## src/core/acr_pkg.sv

```systemverilog
// Purpose: shared constants for the clock and range configuration block
// Assumes: one 40 MHz clock for both ends
// Notes:   device registers are 8 bits wide, 4-bit address
package acr_pkg;
  // ----------------------------------------------------------------
  // device register map
  // ----------------------------------------------------------------
  localparam logic [3:0] CLOCK_CONFIG_REG    = 4'h0;
  localparam logic [3:0] ANALOG_CONFIG_REG   = 4'h1;
  localparam logic [3:0] PRIMARY_STATUS_REG  = 4'h2;
  localparam logic [3:0] DEV_INT_STATUS_REG  = 4'h3;
  localparam logic [3:0] DEV_INT_MASK_REG    = 4'h4;
  // clock_config_reg fields
  localparam int CLK_SEL_BIT  = 0;
  localparam int DIV_LSB      = 1;
  localparam logic [2:0] DIV_LOG2_MAX = 3'h4;
  // analog_config_reg fields
  localparam int INPUT_RANGE_BIT = 0;
  localparam int REF_RANGE_BIT   = 1;
  localparam int EXT_RANGE_BIT   = 2;
  localparam int POS_BUF_BIT     = 3;
  localparam int NEG_BUF_BIT     = 4;
  localparam int REF_BUF_BIT     = 5;
  localparam logic [7:0] CLOCK_CONFIG_RESET  = 8'h00;
  localparam logic [5:0] ANALOG_CONFIG_RESET = 6'h00;
  // device interrupt bits
  localparam int DEV_INT_SAT  = 0;
  localparam int DEV_INT_IGN  = 1;
  // ----------------------------------------------------------------
  // host register map
  // ----------------------------------------------------------------
  localparam logic [3:0] HOST_DEV_ADDR_REG  = 4'h0;
  localparam logic [3:0] HOST_DEV_WDATA_REG = 4'h1;
  localparam logic [3:0] HOST_DEV_RD_REG    = 4'h2;
  localparam logic [3:0] HOST_DEV_RDATA_REG = 4'h3;
  localparam logic [3:0] HOST_CTRL_REG      = 4'h4;
  localparam logic [3:0] HOST_INT_STAT_REG  = 4'h5;
  localparam logic [3:0] HOST_INT_MASK_REG  = 4'h6;
  localparam logic [3:0] HOST_STATUS_REG    = 4'h7;
  localparam int CTRL_EXT_EN    = 0;
  localparam int CTRL_MAX_SPEED = 1;
  localparam int CTRL_DET_SYNC  = 2;
  localparam int HINT_WR_DONE   = 0;
  localparam int HINT_RD_DONE   = 1;
  localparam int HINT_OVERRIDE  = 2;
  // ----------------------------------------------------------------
  // timing
  // ----------------------------------------------------------------
  localparam int CLOCK_KHZ      = 40000;
  localparam int OSC_KHZ        = 25600;
  // oscillator ticks per 40 MHz cycle as a fraction: 16/25
  localparam logic [4:0] OSC_STEP = 5'h10;
  localparam logic [4:0] OSC_MOD  = 5'h19;
  localparam int IGNORE_US      = 150;
  localparam int IGNORE_TICKS   = IGNORE_US * OSC_KHZ / 1000;
  localparam int EXT_HOLD_EDGES = 4;
  localparam int CONV_MOD_TICKS = 32;
endpackage

```

## src/core/acr_link_if.sv

```systemverilog
// Purpose: link between host controller and converter clock block
// Assumes: all signals synchronous to clock
// Notes:   read data valid in the cycle after linkRd
`timescale 1ns/1ps
interface acr_link_if;
  logic       linkWr;
  logic       linkRd;
  logic [3:0] linkAddr;
  logic [7:0] linkWdata;
  logic [7:0] linkRdata;
  logic       extClk;
  logic       startPin;
  logic       resetPin;
  modport device (input linkWr, linkRd, linkAddr, linkWdata, extClk,
                  startPin, resetPin, output linkRdata);
  modport host (output linkWr, linkRd, linkAddr, linkWdata, extClk,
                startPin, resetPin, input linkRdata);
endinterface

```

## src/core/acr_device.sv

```systemverilog
// Purpose: converter clock source, divider, pin gating and range config
// Assumes: extClk and pins synchronous to clock; oscillator modelled
//          as a fractional enable at 25.6 MHz
// Notes:   all outputs registered
`timescale 1ns/1ps
// Summary of operation
// - clock select bit picks pin or oscillator
// - divider gives system clock, halved for modulator
// - clock select resets to oscillator
// - oscillator fixed 25.6 MHz, divider for slower
// - host forces pin clock on clock config writes at max speed
// - host keeps pin clock four cycles after switch
// - start and reset pins ignored 3840 ticks of the selected clock, 150 us on the oscillator
// - divide two or sixteen forces mid-speed oversampling
// - host uses divide-by-one for deterministic sync
// - host supplies one pin clock, divided from clock by two times EXT_HALF
// - range bit selects one or two times
// - high reference range forces one-times range
// - reference range bit selects low or high
// - extended range widens full scale 25 percent
// - flag reports modulator saturation
// - separate positive and negative buffer enables
// - reference buffer bypassed halfway through sample
module acr_device
(
  input  wire logic clock,
  input  wire logic rstn,
  acr_link_if.device link,
  input  wire logic modSat,
  output logic      clkSrcExt,
  output logic      sysClkTick,
  output logic      modulatorClock,
  output logic      llOsrForceMid,
  output logic      inputRange2x,
  output logic      referenceRangeHigh,
  output logic      extendedRange,
  output logic      posInputBufferEnable,
  output logic      negInputBufferEnable,
  output logic      refBufferBypass,
  output logic      startOut,
  output logic      resetOut,
  output logic      modulatorSaturationFlag,
  output logic      irq
);
  // ----------------------------------------------------------------
  // state
  // ----------------------------------------------------------------
  typedef struct packed {
    logic        clkSel;
    logic [2:0]  divLog2;
    logic [5:0]  anaCfg;
    logic [1:0]  intStat;
    logic [1:0]  intMask;
    logic        extPrev;
    logic [4:0]  oscAcc;
    logic [3:0]  divCnt;
    logic        sysTick;
    logic        modClk;
    logic [11:0] ignoreCnt;
    logic        ignoring;
    logic [4:0]  convCnt;
    logic        satLatch;
    logic        satFlag;
    logic [7:0]  rdata;
    logic        inRng2x;
    logic        llForce;
    logic        refBypass;
    logic        startOut;
    logic        resetOut;
    logic        irq;
  } acr_dev_s;

  acr_dev_s st;
  acr_dev_s next_st;

  localparam logic [11:0] IGN_LOAD =
    12'(acr_pkg::IGNORE_TICKS);
  localparam logic [4:0] CONV_LAST =
    5'(acr_pkg::CONV_MOD_TICKS - 1);

  if (acr_pkg::IGNORE_TICKS > 4095)
  begin : g_ign_fit
    $error("ignore count does not fit counter");
  end

  function automatic logic [3:0] div_last(input logic [2:0] l2);
    div_last = 4'((5'h01 << l2) - 5'h01);
  endfunction

  function automatic logic wr_hit(input logic [3:0] a);
    wr_hit = link.linkWr && (link.linkAddr == a);
  endfunction

  logic       srcTick;
  logic       oscTick;
  logic [5:0] oscSum;
  logic       extEdge;
  logic [7:0] clkCfgW;

  // ----------------------------------------------------------------
  // next state
  // ----------------------------------------------------------------
  always_comb
  begin
    next_st = st;
    clkCfgW = link.linkWdata;
    // oscillator enable at 25.6 MHz from 40 MHz
    oscSum = {1'b0, st.oscAcc} + {1'b0, acr_pkg::OSC_STEP};
    oscTick = (oscSum >= {1'b0, acr_pkg::OSC_MOD});
    next_st.oscAcc = oscTick ? 5'(oscSum - {1'b0, acr_pkg::OSC_MOD})
                             : oscSum[4:0];
    extEdge = link.extClk && !st.extPrev;
    next_st.extPrev = link.extClk;
    srcTick = st.clkSel ? extEdge : oscTick;
    // divider and modulator clock
    next_st.sysTick = 1'b0;
    if (srcTick)
    begin
      if (st.divCnt >= div_last(st.divLog2))
      begin
        next_st.divCnt = 4'h0;
        next_st.sysTick = 1'b1;
      end
      else
        next_st.divCnt = st.divCnt + 4'h1;
    end
    if (st.sysTick)
      next_st.modClk = !st.modClk;
    // reference buffer bypass in second half of sample phase
    next_st.refBypass = st.anaCfg[acr_pkg::REF_BUF_BIT] && next_st.modClk
      && (next_st.divCnt >= 4'(div_last(st.divLog2) >> 1));
    // ignore interval on the selected clock
    if (st.ignoring && srcTick)
    begin
      next_st.ignoreCnt = st.ignoreCnt - 12'h001;
      if (st.ignoreCnt == 12'h001)
      begin
        next_st.ignoring = 1'b0;
        next_st.intStat[acr_pkg::DEV_INT_IGN] = 1'b1;
      end
    end
    // conversion window for saturation latch
    if (st.modClk && st.sysTick)
    begin
      next_st.satLatch = st.satLatch || modSat;
      next_st.convCnt = st.convCnt + 5'h01;
      if (st.convCnt == CONV_LAST)
      begin
        next_st.satFlag = st.satLatch || modSat;
        next_st.satLatch = 1'b0;
        next_st.convCnt = 5'h00;
        if (st.satLatch || modSat)
          next_st.intStat[acr_pkg::DEV_INT_SAT] = 1'b1;
      end
    end
    // register writes
    if (wr_hit(acr_pkg::CLOCK_CONFIG_REG))
    begin
      next_st.clkSel = clkCfgW[acr_pkg::CLK_SEL_BIT];
      next_st.divLog2 = clkCfgW[acr_pkg::DIV_LSB +: 3];
      if (clkCfgW[acr_pkg::DIV_LSB +: 3] > acr_pkg::DIV_LOG2_MAX)
        next_st.divLog2 = acr_pkg::DIV_LOG2_MAX;
      next_st.divCnt = 4'h0;
      if (clkCfgW[acr_pkg::CLK_SEL_BIT] != st.clkSel)
      begin
        next_st.ignoring = 1'b1;
        next_st.ignoreCnt = IGN_LOAD;
      end
    end
    if (wr_hit(acr_pkg::ANALOG_CONFIG_REG))
      next_st.anaCfg = link.linkWdata[5:0];
    if (wr_hit(acr_pkg::DEV_INT_MASK_REG))
      next_st.intMask = link.linkWdata[1:0];
    if (wr_hit(acr_pkg::DEV_INT_STATUS_REG))
      next_st.intStat = (st.intStat & ~link.linkWdata[1:0])
                        | (next_st.intStat & ~st.intStat);
    // pin reset returns configuration to defaults
    if (link.resetPin && !st.ignoring)
    begin
      next_st.clkSel = acr_pkg::CLOCK_CONFIG_RESET[0];
      next_st.divLog2 = acr_pkg::CLOCK_CONFIG_RESET[3:1];
      next_st.anaCfg = acr_pkg::ANALOG_CONFIG_RESET;
      next_st.intMask = 2'h0;
      next_st.divCnt = 4'h0;
      if (st.clkSel)
      begin
        next_st.ignoring = 1'b1;
        next_st.ignoreCnt = IGN_LOAD;
      end
    end
    // register reads
    next_st.rdata = 8'h00;
    if (link.linkRd)
    begin
      case (link.linkAddr)
        acr_pkg::CLOCK_CONFIG_REG:
          next_st.rdata = {4'h0, st.divLog2, st.clkSel};
        acr_pkg::ANALOG_CONFIG_REG:
          next_st.rdata = {2'h0, st.anaCfg};
        acr_pkg::PRIMARY_STATUS_REG:
          next_st.rdata = {5'h00, st.clkSel, st.ignoring, st.satFlag};
        acr_pkg::DEV_INT_STATUS_REG:
          next_st.rdata = {6'h00, st.intStat};
        acr_pkg::DEV_INT_MASK_REG:
          next_st.rdata = {6'h00, st.intMask};
        default:
          next_st.rdata = 8'h00;
      endcase
    end
    // derived outputs
    next_st.inRng2x = next_st.anaCfg[acr_pkg::INPUT_RANGE_BIT]
      && !next_st.anaCfg[acr_pkg::REF_RANGE_BIT];
    next_st.llForce = (next_st.divLog2 == 3'h1)
      || (next_st.divLog2 == 3'h4);
    next_st.startOut = link.startPin && !st.ignoring;
    next_st.resetOut = link.resetPin && !st.ignoring;
    next_st.irq = |(next_st.intStat & next_st.intMask);
  end

  // ----------------------------------------------------------------
  // registers
  // ----------------------------------------------------------------
  always_ff @(posedge clock or negedge rstn)
  begin
    if (!rstn)
    begin
      st <= '0;
    end
    else
    begin
      st <= next_st;
    end
  end

  assign link.linkRdata          = st.rdata;
  assign clkSrcExt               = st.clkSel;
  assign sysClkTick              = st.sysTick;
  assign modulatorClock          = st.modClk;
  assign llOsrForceMid           = st.llForce;
  assign inputRange2x            = st.inRng2x;
  assign referenceRangeHigh      = st.anaCfg[acr_pkg::REF_RANGE_BIT];
  assign extendedRange           = st.anaCfg[acr_pkg::EXT_RANGE_BIT];
  assign posInputBufferEnable    = st.anaCfg[acr_pkg::POS_BUF_BIT];
  assign negInputBufferEnable    = st.anaCfg[acr_pkg::NEG_BUF_BIT];
  assign refBufferBypass         = st.refBypass;
  assign startOut                = st.startOut;
  assign resetOut                = st.resetOut;
  assign modulatorSaturationFlag = st.satFlag;
  assign irq                     = st.irq;
endmodule // acr_device

```

## src/flat_wrapper.sv

```systemverilog
// flat-port wrapper written by rule: the top's interface ports become plain ports
module acr_device_flat 
  (clock, rstn, modSat, clkSrcExt, sysClkTick, modulatorClock, llOsrForceMid, inputRange2x, referenceRangeHigh, extendedRange, posInputBufferEnable, negInputBufferEnable, refBufferBypass, startOut, resetOut, modulatorSaturationFlag, irq, link_linkWr, link_linkRd, link_linkAddr, link_linkWdata, link_extClk, link_startPin, link_resetPin, link_linkRdata);
  acr_link_if link_i ();
  input  wire logic clock;
  input  wire logic rstn;
  input  wire logic modSat;
  output logic clkSrcExt;
  output logic sysClkTick;
  output logic modulatorClock;
  output logic llOsrForceMid;
  output logic inputRange2x;
  output logic referenceRangeHigh;
  output logic extendedRange;
  output logic posInputBufferEnable;
  output logic negInputBufferEnable;
  output logic refBufferBypass;
  output logic startOut;
  output logic resetOut;
  output logic modulatorSaturationFlag;
  output logic irq;
  input wire logic [$bits(link_i.linkWr)-1:0] link_linkWr;
  input wire logic [$bits(link_i.linkRd)-1:0] link_linkRd;
  input wire logic [$bits(link_i.linkAddr)-1:0] link_linkAddr;
  input wire logic [$bits(link_i.linkWdata)-1:0] link_linkWdata;
  input wire logic [$bits(link_i.extClk)-1:0] link_extClk;
  input wire logic [$bits(link_i.startPin)-1:0] link_startPin;
  input wire logic [$bits(link_i.resetPin)-1:0] link_resetPin;
  output wire logic [$bits(link_i.linkRdata)-1:0] link_linkRdata;
  assign link_i.linkWr = link_linkWr;
  assign link_i.linkRd = link_linkRd;
  assign link_i.linkAddr = link_linkAddr;
  assign link_i.linkWdata = link_linkWdata;
  assign link_i.extClk = link_extClk;
  assign link_i.startPin = link_startPin;
  assign link_i.resetPin = link_resetPin;
  assign link_linkRdata = link_i.linkRdata;
  acr_device u_core (.clock(clock), .rstn(rstn), .link(link_i), .modSat(modSat), .clkSrcExt(clkSrcExt), .sysClkTick(sysClkTick), .modulatorClock(modulatorClock), .llOsrForceMid(llOsrForceMid), .inputRange2x(inputRange2x), .referenceRangeHigh(referenceRangeHigh), .extendedRange(extendedRange), .posInputBufferEnable(posInputBufferEnable), .negInputBufferEnable(negInputBufferEnable), .refBufferBypass(refBufferBypass), .startOut(startOut), .resetOut(resetOut), .modulatorSaturationFlag(modulatorSaturationFlag), .irq(irq));
endmodule
```

## config.mk

```make
export PLATFORM = sky130hd
export DESIGN_NAME = acr_device_flat
export DESIGN_NICKNAME = d
export VERILOG_FILES = /design/src/core/acr_pkg.sv /design/src/core/acr_link_if.sv /design/src/core/acr_device.sv /design/src/flat_wrapper.sv
export SDC_FILE = /design/constraint.sdc
export NUM_CORES = 1
export LEC_CHECK = 0
export BUFFER_PORTS_ARGS = -buffer_cell sky130_fd_sc_hd__buf_2
export CORE_ASPECT_RATIO = 0.8
export CORE_MARGIN = 2
export CORE_UTILIZATION = 45
export DETAILED_ROUTE_END_ITERATION = 8
export GPL_TIMING_DRIVEN = 0
export RECOVER_POWER = 25
export SLEW_MARGIN = 20
export SYNTH_ARGS = -nofsm -noshare
export SYNTH_HDL_FRONTEND = slang
export SYNTH_SLANG_ARGS = --single-unit
```

## constraint.sdc

```tcl
create_clock -name clock -period 3.7 [get_ports clock]
set_input_delay 0.555 -clock clock [delete_from_list [all_inputs] [get_ports clock]]
set_output_delay 0.555 -clock clock [all_outputs]
set_load 0.005 [all_outputs]
```

==> results.cfg <==
[critical_path]
critPathMaxFanout = 5
worst-endpoint-arrival_ps = 3290
reg2reg_slack_ps = 630
timing.critical_path.required_ps = 3920
setup.worst_path.end_class = flop
crit-reg2reg-launch = u_core.st[57]
worstRegToRegCells = 13
timing.critical_path.from_type = flop
worstSetupPathType = flop to flop
reg2reg_to = u_core.refBufferBypass

[clock_network]
cts.htree.levels = 3
cts_post_setup_buffers_inserted = 0
clockRootBuffer = sky130_fd_sc_hd__clkbuf_8
cts_hold_buf = 0
tritoncts = yes
numCtsBuffers = 9
cts.sink_count = 58
clkLatencyLatePin_ps = 350
path_clk_slew_ps = 60
post_cts_resized = 0
buffer_depth_of_the_longest_clock_path = 2

[logic_synthesis]
ys_seq_area_share_pct = 47.4
synth_async_sr_flop_share_pct = 100
ys.warnings.count = 0
ys_dominant_reg_cell = sky130_fd_sc_hd__dfrtp_1
synthSimpleGateAreaFrac_pct = 20.5
post_synthesis_xor_xnor_area_fraction_pct = 3.72
netlist_top_cells_area = sky130_fd_sc_hd__dfrtp_1, sky130_fd_sc_hd__ha_1, sky130_fd_sc_hd__mux2i_1, sky130_fd_sc_hd__nor2_1, sky130_fd_sc_hd__nand2_1
synthesis.area_per_instance_um2 = 10.0
synth-edff-count = 0
yosys.area_share.adder_pct = 6.54
yosysUniqueCellTypes = 55
synthesis.area_um2 = 3060
postSynthCellCount = 306
post-synth-top-area-cell = sky130_fd_sc_hd__dfrtp_1
synth_compound_area_share_pct = 11.5
main_combinational_cell_family_by_area_after_synthesis = simple AND/OR/NAND/NOR gates
netlist.area_leader.share_pct = 47.4
register_bit_total_from_synthesis = 58
post_synth_mux_area_share_pct = 5.68

[min_path]
hold_path_end = u_core.st[45]
worstHoldPathType = input port to flop
whs_path_depth = 1
hold_path_startpoint = link_extClk

[power]
p_leak_nw = 1.75
power.combinational.fraction_pct = 27.2
power.ir.vdd_worst_mv = 0.368
power.share.sequential_pct = 41.0
power.switching_fraction_pct = 32.3
total_internal_power_mw = 1.49
power_density_nw_per_um2 = 614
clock_power_share_pct = 31.8
switching_power_mw = 0.710
design_power_total_mw = 2.20

[timing]
hold_ws_ps = 334
post-route-worst-setup-slack_ps = 632
setup_total_negative_slack_ps = 0
fin_crit_ps = 3070
final-max-slew-violation-count = 0
setup_viol = 0
worst_slew_pin_tran_ps = 1380
hold_viol = 0
period_share_pct = 82.9
fmaxAchievable_ghz = 0.326
max_clock_skew_ps = 10.4
unrepaired_setup_endpoints_after_global_routing = no
maxSlewHeadroom_pct = 7.97

[floorplanning]
die_x_um = 96.2
die_height_um = 77.8
boundaryPins = 42
core_region_area_um2 = 6470
start_util_pct = 47.3
die_area_um2 = 7480
std_cell_rows = 26

[global_routing]
grt_usage_pct = 18.5
grt-ovfl-total = 0
grt_pass1_vias = 2207
grt_first_pass_wirelength_um = 10300
maximum_number_of_pins_on_one_net_before_global_route_repair = 59
antenna_found_initial = 0

[detailed_routing]
post-route-drc-count = 0
post_drt_wl_per_cell_um = 14.1
dr_total_vias = 2322
detail_route.first_pass.iterations = 4
postRouteWirelength_um = 6250
postRouteAntennaNets = 0
drt-vias-per-instance = 5.24
initialDrtViolationCount = 82

[final_layout]
nNetsFinal = 390
number_of_diodes = 0
largest_register_ffs = 38
layout-drive-gt1-share_pct = 21.4
max_flop_register = u_core.st
syn_to_final_growth_pct = 17.0

[placed_design]
routabilityCongestion = 0.845
port_buffers = 36
detailed_place_hpwl_um = 4490
pre_cts_ws_ps = 643

[flow_run]
maxCapViolations = 0

[run_status]
run_status = finished, final reports clean
-- critical path, cell delays in order (launching register included) --
cell	delay, ps
sky130_fd_sc_hd__dfrtp_1	420
sky130_fd_sc_hd__or3_1	410
sky130_fd_sc_hd__ha_1	210
sky130_fd_sc_hd__xor2_1	230
sky130_fd_sc_hd__ha_1	270
sky130_fd_sc_hd__nor3_1	260
sky130_fd_sc_hd__nor2_4	70
sky130_fd_sc_hd__nand2_1	140
sky130_fd_sc_hd__a21oi_1	110
sky130_fd_sc_hd__ha_1	270
sky130_fd_sc_hd__nand2b_1	140
sky130_fd_sc_hd__a21o_1	180
sky130_fd_sc_hd__a21oi_1	140
sky130_fd_sc_hd__a31oi_1	90
-- layout by cell type (no fill, tap or decap), types with 5 or more instances in the layout --
master,Yosys,layout
sky130_fd_sc_hd__a21oi_1,17,17
sky130_fd_sc_hd__buf_2,4,39
sky130_fd_sc_hd__buf_4,8,8
sky130_fd_sc_hd__clkbuf_1,5,6
sky130_fd_sc_hd__clkbuf_8,0,9
sky130_fd_sc_hd__dfrtp_1,58,58
sky130_fd_sc_hd__ha_1,16,16
sky130_fd_sc_hd__inv_1,10,10
sky130_fd_sc_hd__mux2i_1,14,14
sky130_fd_sc_hd__nand2_1,26,26
sky130_fd_sc_hd__nand2b_1,6,6
sky130_fd_sc_hd__nand3_1,11,11
sky130_fd_sc_hd__nand4_1,6,6
sky130_fd_sc_hd__nor2_1,32,32
sky130_fd_sc_hd__nor2b_1,5,5
sky130_fd_sc_hd__nor3_1,7,7
sky130_fd_sc_hd__o21ai_0,11,11
sky130_fd_sc_hd__o31ai_1,5,5
sky130_fd_sc_hd__xor2_1,10,10
-- how the worst max path moves through the flow --
stage	end	cells past startpoint	from
after global placement	u_core.refBufferBypass	13	u_core.st[57]
after global routing	u_core.refBufferBypass	13	u_core.st[57]
final	u_core.refBufferBypass	13	u_core.st[57]
after floorplan	u_core.refBufferBypass	12	u_core.st[57]
after CTS	u_core.refBufferBypass	13	u_core.st[57]
after detailed placement	u_core.refBufferBypass	13	u_core.st[57]
-- Yosys cell counts, types with 2 or more instances --
| library cell | count |
|---|---|
| sky130_fd_sc_hd__ha_1 | 16 |
| sky130_fd_sc_hd__inv_1 | 10 |
| sky130_fd_sc_hd__o21ai_0 | 11 |
| sky130_fd_sc_hd__mux2i_1 | 14 |
| sky130_fd_sc_hd__xor2_1 | 10 |
| sky130_fd_sc_hd__o211ai_1 | 2 |
| sky130_fd_sc_hd__dfrtp_1 | 58 |
| sky130_fd_sc_hd__or3b_1 | 2 |
| sky130_fd_sc_hd__or4_1 | 2 |
| sky130_fd_sc_hd__clkbuf_1 | 5 |
| sky130_fd_sc_hd__mux2_2 | 3 |
| sky130_fd_sc_hd__nand4_1 | 6 |
| sky130_fd_sc_hd__o21ai_1 | 3 |
| sky130_fd_sc_hd__buf_4 | 8 |
| sky130_fd_sc_hd__buf_2 | 4 |
| sky130_fd_sc_hd__o31ai_1 | 5 |
| sky130_fd_sc_hd__or3_1 | 3 |
| sky130_fd_sc_hd__a31oi_1 | 2 |
| sky130_fd_sc_hd__nor2b_1 | 5 |
| sky130_fd_sc_hd__nor3b_1 | 2 |
| sky130_fd_sc_hd__and3_1 | 3 |
| sky130_fd_sc_hd__nand2b_1 | 6 |
| sky130_fd_sc_hd__nand3_1 | 11 |
| sky130_fd_sc_hd__nor2_1 | 32 |
| sky130_fd_sc_hd__a21oi_1 | 17 |
| sky130_fd_sc_hd__nand4b_1 | 3 |
| sky130_fd_sc_hd__nor3_1 | 7 |
| sky130_fd_sc_hd__xnor2_1 | 3 |
| sky130_fd_sc_hd__or2_2 | 2 |
| sky130_fd_sc_hd__nand2_1 | 26 |
-- power by group through the flow --
| stage | Clock [mW] | Sequential, mW | Combinational (mW) |
|---|---|---|---|
| after floorplan | 0 | 0.887 | 0.448 |
| after global placement | 0 | 0.908 | 0.587 |
| after detailed placement | 0 | 0.910 | 0.602 |
| after CTS | 0.721 | 0.901 | 0.603 |
| after global routing | 0.754 | 0.927 | 0.694 |
| final | 0.699 | 0.902 | 0.598 |
-- logic make-up after synthesis --
group / Yosys count
compound gates: 54
xor+xnor: 13
fa+ha+maj: 16
buf+inv: 28
flops: 58
mux: 17
other cells: 1
simple gates: 119
-- cell type report --
| cell class | instances | area (µm²) |
|---|---|---|
| fillers | 584 | 2890 |
| multi-input cells | 221 | 1470 |
| flip-flops and latches | 58 | 1450 |
| repair buffers | 36 | 180 |
| clock buffers | 10 | 128 |
| clock inverters | 6 | 105 |
| well taps | 84 | 105 |
| plain buffers | 18 | 103 |
| inverters | 10 | 37.5 |
-- metal layers --
| layer | vias to the layer above | share of wire, % | global-route usage, % |
|---|---|---|---|
| met5 | - | 0 | 0 |
| met4 | 0 | 0.59 | 6.00 |
| met3 | 2 | 6.3 | 8.35 |
| met2 | 58 | 44 | 25.9 |
| met1 | 1098 | 49 | 25.5 |
| li1 | 1164 | - | - |
-- through the flow --
step                      instance area, µm²  cells  util, %
final                                   3580    443     55.4
after global routing                    3580    443     55.4
after CTS                               3590    443     55.4
after detailed placement                3350    427     51.8
after global placement                  3350    427     51.8
after floorplan                         3070    307        -
(Power assumes the default switching activity.)
